### src/inc/asr_pkg.sv
package asr_pkg;

    // ==========================================================
    // Memory geometry
    localparam int ASR_ADDR_W = 17;
    localparam int ASR_DATA_W = 8;
    localparam int ASR_DEPTH = 131072;

    // ==========================================================
    // Timing in ns, and the derived cycle counts
    localparam int ASR_CLK_NS = 8;
    localparam int ASR_T_AA_NS = 55;
    localparam int ASR_T_PWE_NS = 45;
    localparam int ASR_DATA_SETUP_NS = 25;
    localparam int ASR_STROBE_FLOAT_NS = 20;
    localparam int ASR_T_HZOE_NS = 20;
    // Three flops plus the register that waits for stages two and three to agree
    localparam int ASR_SYNC_LAT = 4;
    localparam int ASR_PWE_RAW = (ASR_T_PWE_NS + ASR_CLK_NS - 1) / ASR_CLK_NS;
    localparam int ASR_SUM_RAW = (ASR_STROBE_FLOAT_NS + ASR_DATA_SETUP_NS + ASR_CLK_NS - 1) / ASR_CLK_NS;
    localparam logic [3:0] ASR_RD_CYC = 4'((ASR_T_AA_NS + ASR_CLK_NS - 1) / ASR_CLK_NS + ASR_SYNC_LAT);
    localparam logic [3:0] ASR_WE_CYC = 4'((ASR_PWE_RAW > ASR_SUM_RAW) ? ASR_PWE_RAW : ASR_SUM_RAW);
    localparam logic [3:0] ASR_TURN_CYC = 4'((ASR_T_HZOE_NS + ASR_CLK_NS - 1) / ASR_CLK_NS);

    // ==========================================================
    // Reset values of the pins
    localparam logic ASR_RST_SEL_N = 1'b1;
    localparam logic ASR_RST_SEL = 1'b0;
    localparam logic ASR_RST_GATE_N = 1'b1;
    localparam logic ASR_RST_STROBE_N = 1'b1;

    // ==========================================================
    // Types
    typedef struct packed {
        logic write;
        logic [ASR_ADDR_W-1:0] addr;
        logic [ASR_DATA_W-1:0] wdata;
    } asr_req_t;

    typedef struct packed {
        logic select_active_low;
        logic select_active_high;
        logic out_gate_n;
        logic wr_strobe_n;
        logic [ASR_ADDR_W-1:0] word_address_pins;
        logic [ASR_DATA_W-1:0] data_pins_out;
        logic data_pins_oe;
    } asr_pins_t;

    typedef enum logic [5:0] {
        ASR_IDLE = 6'h01,
        ASR_RD_WAIT = 6'h02,
        ASR_RD_TURN = 6'h04,
        ASR_WR_SETUP = 6'h08,
        ASR_WR_STROBE = 6'h10,
        ASR_WR_HOLD = 6'h20
    } asr_state_t;

endpackage

### src/hdl/asr_ctrl.sv
`timescale 1ns/10ps

// Functional notes
// [RULE1] The memory holds 131,072 byte locations picked by a 17-bit word address.
// [RULE2] A write happens while low select and write strobe are low and high select is high.
// [RULE3] A read happens while low select and output gate are low and strobe and high select are high.
// [RULE4] The memory floats its data pins when deselected, gated off, or writing.
// [RULE5] With low select high or high select low the memory is in standby whatever the other pins do.
// [RULE6] The write interval is the overlap of both selects active and strobe low; any one leaving ends it.
// [RULE7] Write data is taken at the rising edge that ends the write, so data must be stable around it.
// [RULE8] A strobe-ended write with the gate low must last at least strobe-to-float delay plus data set-up.
// [RULE9] Deselecting together with the strobe rising keeps the data pins floating.
// [RULE10] The controller must not drive the data pins while the memory drives them.
// [RULE11] For a read the address must be valid no later than the selects go active.
module asr_ctrl (
    // Clock and reset
    input wire logic core_clk,
    input wire logic resetn,
    // Request side
    input wire logic req_valid,
    input wire asr_pkg::asr_req_t req,
    output logic req_ready,
    // Answer side
    output logic rsp_valid,
    output logic rsp_write,
    output logic [asr_pkg::ASR_DATA_W-1:0] rsp_rdata,
    // Memory pins
    output asr_pkg::asr_pins_t pins,
    input wire logic [asr_pkg::ASR_DATA_W-1:0] data_pins_in
);
    import asr_pkg::*;

    asr_state_t state;
    asr_state_t next_state;
    logic [3:0] count;
    logic [3:0] next_count;
    asr_pins_t next_pins;
    logic next_rsp_valid;
    logic next_rsp_write;
    logic [ASR_DATA_W-1:0] next_rsp_rdata;
    logic [ASR_DATA_W-1:0] data_sync;
    logic take;
    logic cnt_done;

    // ==========================================================
    // Data pins come from outside the clock domain
    asr_pin_sync #(
        .WIDTH(ASR_DATA_W)
    ) u_data_sync (
        .core_clk(core_clk),
        .resetn(resetn),
        .pin_in(data_pins_in),
        .pin_sync(data_sync)
    );

    assign req_ready = (state == ASR_IDLE);
    assign take = req_valid && req_ready;
    assign cnt_done = (count == 4'h1);

    // ==========================================================
    // Sequencer
    always_comb begin
        next_state = state;
        next_count = count;
        case (state)
            ASR_IDLE: begin
                if (take) begin
                    if (req.write) begin
                        next_state = ASR_WR_SETUP;
                    end else begin
                        next_count = ASR_RD_CYC;
                        next_state = ASR_RD_WAIT;
                    end
                end
            end
            ASR_RD_WAIT: begin
                // Access time plus the full synchroniser latency, or stale data is taken
                if (cnt_done) begin
                    next_count = ASR_TURN_CYC;
                    next_state = ASR_RD_TURN;
                end else begin
                    next_count = count - 4'h1;
                end
            end
            ASR_RD_TURN: begin
                // Let the memory release the bus before anyone drives it [RULE10]
                if (cnt_done) begin
                    next_state = ASR_IDLE;
                end else begin
                    next_count = count - 4'h1;
                end
            end
            ASR_WR_SETUP: begin
                next_count = ASR_WE_CYC;
                next_state = ASR_WR_STROBE;
            end
            ASR_WR_STROBE: begin
                // Strobe width covers both pulse width and float-plus-setup [RULE8]
                if (cnt_done) begin
                    next_state = ASR_WR_HOLD;
                end else begin
                    next_count = count - 4'h1;
                end
            end
            ASR_WR_HOLD: begin
                next_state = ASR_IDLE;
            end
            default: begin
                next_state = ASR_IDLE;
                next_count = 4'h0;
            end
        endcase
    end

    always_ff @(posedge core_clk or negedge resetn) begin
        if (!resetn) begin
            state <= ASR_IDLE;
            count <= 4'h0;
        end else begin
            state <= next_state;
            count <= next_count;
        end
    end

    // ==========================================================
    // Pin drive
    always_comb begin
        next_pins = pins;
        case (state)
            ASR_IDLE: begin
                // Idle keeps the memory deselected in standby [RULE5]
                next_pins.select_active_low = ASR_RST_SEL_N;
                next_pins.select_active_high = ASR_RST_SEL;
                next_pins.out_gate_n = ASR_RST_GATE_N;
                next_pins.wr_strobe_n = ASR_RST_STROBE_N;
                next_pins.data_pins_oe = 1'b0;
                if (take) begin
                    // Address and selects change on the same edge [RULE11] [RULE1]
                    next_pins.word_address_pins = req.addr;
                    next_pins.select_active_low = 1'b0;
                    next_pins.select_active_high = 1'b1;
                    if (req.write) begin
                        // Gate held high so the memory never drives during a write [RULE10] [RULE4]
                        next_pins.data_pins_out = req.wdata;
                        next_pins.data_pins_oe = 1'b1;
                    end else begin
                        next_pins.out_gate_n = 1'b0; // [RULE3]
                    end
                end
            end
            ASR_RD_WAIT: begin
                if (cnt_done) begin
                    next_pins.select_active_low = 1'b1;
                    next_pins.select_active_high = 1'b0;
                    next_pins.out_gate_n = 1'b1;
                end
            end
            ASR_RD_TURN: begin
                // Memory may still drive here, so we stay off the bus [RULE10]
                next_pins.data_pins_oe = 1'b0;
            end
            ASR_WR_SETUP: begin
                // Overlap opens here: both selects already active [RULE6] [RULE2]
                next_pins.wr_strobe_n = 1'b0;
            end
            ASR_WR_STROBE: begin
                if (cnt_done) begin
                    next_pins.wr_strobe_n = 1'b1; // [RULE7]
                end
            end
            ASR_WR_HOLD: begin
                // Data held past the ending edge; deselect only one cycle later [RULE7] [RULE9]
                next_pins.select_active_low = 1'b1;
                next_pins.select_active_high = 1'b0;
                next_pins.data_pins_oe = 1'b0;
            end
            default: begin
                // An unknown state parks the memory in standby
                next_pins.select_active_low = ASR_RST_SEL_N;
                next_pins.select_active_high = ASR_RST_SEL;
                next_pins.out_gate_n = ASR_RST_GATE_N;
                next_pins.wr_strobe_n = ASR_RST_STROBE_N;
                next_pins.data_pins_oe = 1'b0;
            end
        endcase
    end

    always_ff @(posedge core_clk or negedge resetn) begin
        if (!resetn) begin
            pins.select_active_low <= ASR_RST_SEL_N;
            pins.select_active_high <= ASR_RST_SEL;
            pins.out_gate_n <= ASR_RST_GATE_N;
            pins.wr_strobe_n <= ASR_RST_STROBE_N;
            pins.word_address_pins <= '0;
            pins.data_pins_out <= '0;
            pins.data_pins_oe <= 1'b0;
        end else begin
            pins <= next_pins;
        end
    end

    // ==========================================================
    // Answer
    always_comb begin
        next_rsp_valid = 1'b0;
        next_rsp_write = rsp_write;
        next_rsp_rdata = rsp_rdata;
        case (state)
            ASR_RD_WAIT: begin
                if (cnt_done) begin
                    // Filter output has settled on the bus value by now
                    next_rsp_rdata = data_sync;
                    next_rsp_write = 1'b0;
                    next_rsp_valid = 1'b1;
                end
            end
            ASR_WR_HOLD: begin
                next_rsp_write = 1'b1;
                next_rsp_valid = 1'b1;
            end
            default: begin
                next_rsp_valid = 1'b0;
            end
        endcase
    end

    always_ff @(posedge core_clk or negedge resetn) begin
        if (!resetn) begin
            rsp_valid <= 1'b0;
            rsp_write <= 1'b0;
            rsp_rdata <= '0;
        end else begin
            rsp_valid <= next_rsp_valid;
            rsp_write <= next_rsp_write;
            rsp_rdata <= next_rsp_rdata;
        end
    end
endmodule // asr_ctrl

### src/hdl/asr_pin_sync.sv
`timescale 1ns/10ps
module asr_pin_sync #(
    parameter int WIDTH = 8
) (
    // Clock and reset
    input wire logic core_clk,
    input wire logic resetn,
    // Pin side
    input wire logic [WIDTH-1:0] pin_in,
    // Synchronised value
    output logic [WIDTH-1:0] pin_sync
);
    logic [WIDTH-1:0] stage1;
    logic [WIDTH-1:0] stage2;
    logic [WIDTH-1:0] stage3;
    logic [WIDTH-1:0] next_pin_sync;

    // ==========================================================
    // Per-bit filter: a change counts once stages two and three agree
    genvar i;
    for (i = 0; i < WIDTH; i++) begin : g_bit
        always_comb begin
            next_pin_sync[i] = (stage2[i] == stage3[i]) ? stage3[i] : pin_sync[i];
        end
    end

    always_ff @(posedge core_clk or negedge resetn) begin
        if (!resetn) begin
            stage1 <= '0;
            stage2 <= '0;
            stage3 <= '0;
            pin_sync <= '0;
        end else begin
            stage1 <= pin_in;
            stage2 <= stage1;
            stage3 <= stage2;
            pin_sync <= next_pin_sync;
        end
    end
endmodule // asr_pin_sync

### config.mk
export PLATFORM = sky130hd
export DESIGN_NAME = asr_ctrl
export DESIGN_NICKNAME = d
export VERILOG_FILES = /design/src/inc/asr_pkg.sv /design/src/hdl/asr_ctrl.sv /design/src/hdl/asr_pin_sync.sv
export SDC_FILE = /design/constraint.sdc
export NUM_CORES = 1
export LEC_CHECK = 0
export BUFFER_PORTS_ARGS = -buffer_cell sky130_fd_sc_hd__buf_2
export CORE_UTILIZATION = 35
export DETAILED_ROUTE_END_ITERATION = 10
export GPL_ROUTABILITY_DRIVEN = 1
export HOLD_SLACK_MARGIN = 0.06
export PLACE_DENSITY = 0.68
export SKIP_CTS_REPAIR_TIMING = 1
export SYNTH_ARGS = -nofsm -noshare
export SYNTH_HDL_FRONTEND = slang
export SYNTH_SLANG_ARGS = --single-unit
### constraint.sdc
create_clock -name core_clk -period 3.36 [get_ports core_clk]
set_input_delay 0.168 -clock core_clk [delete_from_list [all_inputs] [get_ports core_clk]]
set_output_delay 0.168 -clock core_clk [all_outputs]
set_load 0.03 [all_outputs]
==> qor.txt, run 1 <==
Peak Freq -> 446 MHz
Detailed Routing Iterations Pass 1 -> 4
Relative slew margins -> 0.338
Clk_skew -> 0.0108 ns
Synth-to-Final Area Change -> 33.3%
Cell Pwr Density -> 930 mW/mm2
CTS buffer count -> 9
Nets@finish -> 361
Status -> finished, final reports clean
Fin. max-slew vios -> 0
Pre-CTS WS -> 1.13 ns
Lkg Pwr -> 2.04 nW
Iter 0 DRT Violations -> 84
CP endpoint kind -> flop
Die height -> 96.3 um
CP Launch Type -> flop
Ys async rst share -> 1.00
WP data arrival -> 2.52 ns
Post-Syn Nets -> 246
Root Driver -> clkbuf_8
Mean post-synth cell area -> 15.0 um2
IO Count -> 78
Ant. Diodes -> 0
Core box area -> 0.00868 mm2
EDFF count, synth -> 0
Total design power -> 3.86 mW
CTS tree -> done
Total of max-cap violations -> 0
Area occupied by multi-input gates -> 981 um2
Worst Path Class, Setup -> reg -> reg
Synthesis-stage register bit count -> 82
Die Width -> 96.3 um
Fin crit share -> 0.667
RSZ-0062 raised after global routing -> no
Cells after Synth -> 207
Setup ws final -> 1.12 ns
Synth area leaders -> dfrtp_1, mux2_4, mux2_2
# H-tree levels -> 3
Cell row count -> 34
Sequential fraction of the synthesis area -> 0.661
WL per Instance -> 14.1 um
Yosys top cell by area -> dfrtp_1
Max VDD drop -> 0.475 mV
Clk Latency, worst-skew pair -> 0.35 ns
DP HPWL -> 3790 um
Largest net degree at the start of global routing -> 83
Setup violators final -> 0
Post-synth top area share -> 0.627
Worst Max-Slew Pin Slew -> 0.992 ns
Netlist Area Pre-Place -> 0.00311 mm2
Initial core utilization -> 0.359
Fraction of layout cells with a size suffix above 1 -> 0.419
Crit path max fanout -> 12
Vias per cell -> 4.74
Setup TNS -> 0 ns
Minimum clock period -> 2.24 ns
GRT Total Usage -> 0.128
CP Data Required Time -> 3.64 ns
Max Buffers Root-to-Sink -> 2
Final count of hold timing violations -> 0
Vias post-DR -> 2064
Vias in the first global route -> 1855
ANT nets after route -> 0
Yosys warns -> 0
Clk pin slew, worst setup/hold paths -> 0.09 ns
Routability-driven placement congestion ratio -> 0.868
Synth Flop Type -> dfrtp_1
Post-layout util -> 0.478
Hold Path Class -> in -> reg
Drt drc -> 0
Die area -> 0.00927 mm2
Routed WL -> 6120 um
Initial antenna violation count -> 0
Input/output buffers -> 77
GRT overflow -> 0
First-pass GRT wire length -> 8810 um
TritonCTS Sinks -> 82
Fill cell count -> 803
Register area -> 0.00206 mm2
Yosys cell types -> 41
[sequential cells by signal, summed over array words and instances, names as in the netlist, 4 cells and up]
name,flops
count,4
pins,30
rsp_rdata,8
state,6
u_data_sync.pin_sync,8
u_data_sync.stage1,8
u_data_sync.stage2,8
u_data_sync.stage3,8
[kinds of logic (layout without fill, tap and decap cells)]
family / Yosys count / in the layout / synth area share
AOI/OAI and AO/OA: 25 / 25 / 0.0547
xor gates and xnor gates: 2 / 2 / 0.00563
adders and majority gates: 10 / 10 / 0.0338
buffers and inverters: 13 / 133 / 0.0237
DFF: 82 / 82 / 0.661
muxes: 33 / 33 / 0.139
and+or+nand+nor: 42 / 42 / 0.0824
[power breakdown]
part	internal (mW)	switching [mW]	total, mW
Sequential	1.29	0.195	1.48
Combinational	0.627	0.936	1.56
Clock	0.433	0.382	0.815
Total	2.35	1.51	3.86
[per-layer routing]
metal,vias up,wire length (um),share of wire,global-route usage
li1,961,-,-,-
met1,1024,2660,0.43,0.169
met2,68,3050,0.50,0.193
met3,11,312,0.051,0.0340
met4,0,97,0.016,0.0650
met5,-,0,0,0
[stage by stage]
| step | cell area (um2) | hold WS, ns | instances |
|---|---|---|---|
| 3_3_place_gp | 3590 | 0.277 | 386 |
| 2_1_floorplan | 3110 | -0.128 | 207 |
| 6_report | 4150 | 0.0548 | 435 |
| 3_5_place_dp | 3590 | 0.277 | 386 |
| 5_1_grt | 4150 | 0.0639 | 435 |
| 4_1_cts | 3820 | -0.105 | 402 |
[Yosys cell counts, types with 3 or more instances]
master	number
maj3_1	8
mux2_2	17
a21oi_1	6
nor2_1	11
nand3_1	3
o211ai_1	4
buf_6	3
mux2_4	16
dfrtp_1	78
inv_1	6
o21ai_0	5
nor3_1	3
dfstp_2	4
nand2_1	9
[path summary, 6_finish.rpt]
kind                                       start                    end  slack (ns)  cells past startpoint
setup / recovery                        count[1]               count[1]        1.12                      7
hold / removal                            req[4]                pins[5]        0.05                      2
setup reg to reg                        count[1]               count[1]        1.12                      7
hold reg to reg            u_data_sync.stage1[5]  u_data_sync.stage2[5]        0.35                      0
max in group asynchronous                 resetn               pins[23]        2.19                      2
min in group asynchronous                 resetn           rsp_rdata[3]        0.52                      2
[layout by cell type, fill, tap and decap left out, types with 5 or more instances in the layout]
cell type / n
o21ai_0: 5
mux2_2: 17
dlygate4sd3_1: 33
nor2_1: 11
nand2_1: 9
mux2_4: 16
inv_1: 6
buf_2: 76
a21oi_1: 6
dfrtp_1: 78
clkbuf_8: 9
maj3_1: 8
[critical path, cell delays in order, from the launching register on]
cell and delay, ns:
dfrtp_1 0.38, inv_1 0.10, ha_1 0.18, nor3b_2 0.41, nand3_1 0.53, a21oi_1 0.32
nor2_1 0.06, a32oi_1 0.19
[area by class of cell]
class                      instances  share of cell area
inverter                           7             0.00663
clock inverter                     7              0.0256
clock buffer                       9              0.0299
multi-input combinational        112               0.236
sequential                        82               0.496
timing repair buffer             110               0.173
tap                              108              0.0326
Note: power is estimated with default switching activity, not from simulation.
==> run 2: changes to the inputs <==
Clock period 3.36 ns to 2.3 ns, I/O delays scaled along.
==> qor.txt, run 2 (synthesis results as in run 1) <==
CTS buffer count -> 9 (unchanged)
Final hold slack -> 0.0727 ns (+0.0180 ns)
Clk pin slew, worst setup/hold paths -> 0.09 ns (about the same)
Max reg flops -> 30 (unchanged)
Peak Freq -> 513 MHz (+15%)
Initial core utilization -> 0.359 (unchanged)
Setup TNS -> 0 ns (unchanged)
Crit path max fanout -> 21 (+9)
Lkg Pwr -> 2.07 nW (+1.2%)
Die area -> 0.00927 mm2 (unchanged)
Total design power -> 5.58 mW (+45%)
Fin. max-slew vios -> 0 (unchanged)
First-pass GRT wire length -> 8970 um (+1.8%)
CP endpoint kind -> flop
IO Count -> 78 (unchanged)
Worst hold stages -> 2 (unchanged)
# H-tree levels -> 3 (unchanged)
TritonCTS Sinks -> 82 (unchanged)
GRT overflow -> 0 (unchanged)
Initial antenna violation count -> 0 (unchanged)
CTS tree -> done
Worst r2r dst -> pins[24]
Vias per cell -> 4.61 (-2.8%)
Cell Pwr Density -> 1330 mW/mm2 (+43%)
Clk Latency, worst-skew pair -> 0.35 ns (about the same)
CP Launch Type -> flop
Root Driver -> clkbuf_8
Die height -> 96.3 um (unchanged)
ANT nets after route -> 0 (unchanged)
Reg2reg start -> state[2]
Drt drc -> 0 (unchanged)
Worst Hold Endpoint -> state[0]
Vias post-DR -> 2034 (-1.5%)
Max Buffers Root-to-Sink -> 2 (unchanged)
Total of max-cap violations -> 0 (unchanged)
GRT Total Usage -> 0.129 (+0.00127)
Worst Max-Slew Pin Slew -> 0.482 ns (-0.510 ns)
Clk_skew -> 0.0135 ns (+0.00275 ns)
Routed WL -> 6100 um (-0.36%)
Most frequent cells in the layout -> dfrtp_1, buf_2, dlygate4sd3_1
Iter 0 DRT Violations -> 65 (-23%)
Biggest register -> pins
Nets@finish -> 367 (+1.7%)
Status -> finished, final reports clean
WL per Instance -> 13.8 um (-1.7%)
Worst Path Class, Setup -> reg -> reg
Die Width -> 96.3 um (unchanged)
Hold Crit Start -> req_valid
Minimum clock period -> 1.95 ns (-0.291 ns)
Fraction of layout cells with a size suffix above 1 -> 0.423 (+0.00446)
Ant. Diodes -> 0 (unchanged)
Setup violators final -> 0 (unchanged)
Slowest-stage cell, CP -> dfrtp_1
CP Data Required Time -> 2.53 ns (-1.11 ns)
FF-to-FF path depth -> 5 (-2)
Largest net degree at the start of global routing -> 47 (-43%)
Most common cell after layout, fill and taps aside -> dfrtp_1
Cell row count -> 34 (unchanged)
DP HPWL -> 4000 um (+5.5%)
Fin crit share -> 0.848 (+0.181)
Routability-driven placement congestion ratio -> 0.789 (-9.1%)
Detailed Routing Iterations Pass 1 -> 6 (+2)
Synth-to-Final Area Change -> 34.9%
Max VDD drop -> 0.869 mV (+83%)
Hold Path Class -> in -> reg
WP data arrival -> 2.18 ns (-0.34 ns)
Core box area -> 0.00868 mm2 (unchanged)
RSZ-0062 raised after global routing -> no
Peak per-stage delay on the critical path -> 0.51 ns (-0.02 ns)
Reg2Reg Setup Slack -> 0.35 ns (-0.77 ns)
Vias in the first global route -> 1824 (-1.7%)
Input/output buffers -> 77 (unchanged)
Crit path cell chain -> nor4_4 -> nand3b_2 -> clkinv_2 -> nand2_4 -> mux2_4
Relative slew margins -> 0.679 (+0.340)
Final count of hold timing violations -> 0 (unchanged)
-- run 2: changes by cell type in the layout (fill, tap and decap cells not counted) --
cell,change
dlygate4sd3_1,+2
inv_6,+1
bufinv_16,-1
clkinv_4,-1
clkinv_8,+1
buf_12,+1
buf_4,+3
-- run 2: per-layer routing --
| layer | track usage | vias to the layer above | share of wire |
|---|---|---|---|
| met5 | 0 | - | 0 |
| met4 | 0.0453 | 0 | 0.0094 |
| met3 | 0.0403 | 7 | 0.045 |
| met2 | 0.193 | 57 | 0.49 |
| met1 | 0.178 | 998 | 0.45 |
| li1 | - | 972 | - |
-- run 2: layout make-up --
cell class | count | area [um2]
tap | 108 | 135
multi-input combinational | 112 | 981
sequential | 82 | 2060
clock buffer | 9 | 124
timing repair buffer | 116 | 781
clock inverter | 7 | 92.6
fill | 792 | 4480
inverter | 7 | 27.5
-- run 2: per-stage QoR --
step	std cells	instance area, um2	setup WS (ns)	util
2_1_floorplan	207	3110	0.506	-
3_3_place_gp	390	3630	0.440	0.418
3_5_place_dp	390	3630	0.371	0.418
4_1_cts	406	3850	0.365	0.443
5_1_grt	441	4200	0.264	0.484
6_report	441	4200	0.349	0.484
-- run 2: worst max path at each step --
| stage | startpoint | cells after the start | slack, ns | to |
|---|---|---|---|---|
| 2_1_floorplan | state[2] | 7 | 0.51 | pins[10] |
| 3_3_place_gp | state[2] | 5 | 0.44 | pins[10] |
| 3_5_place_dp | state[2] | 5 | 0.37 | pins[20] |
| 4_1_cts | state[2] | 5 | 0.37 | pins[24] |
| 5_1_grt | state[2] | 5 | 0.26 | pins[24] |
| 6_report | state[2] | 5 | 0.35 | pins[24] |
-- run 2: critical path: cells and delay by family, from the launching register on --
family	cells	cell delay, ns
flip-flops	1	0.51
buffers and inverters	1	0.15
multiplexers	1	0.37
AND/OR/NAND/NOR	3	0.81
-- run 2: report_power, final --
part	internal (mW)	total [mW]	switching, mW	leakage, nW
clock	0.534	1.11	0.576	0.110
sequential	1.88	2.16	0.281	0.989
combinational	0.935	2.31	1.37	0.969
total	3.35	5.58	2.23	2.07
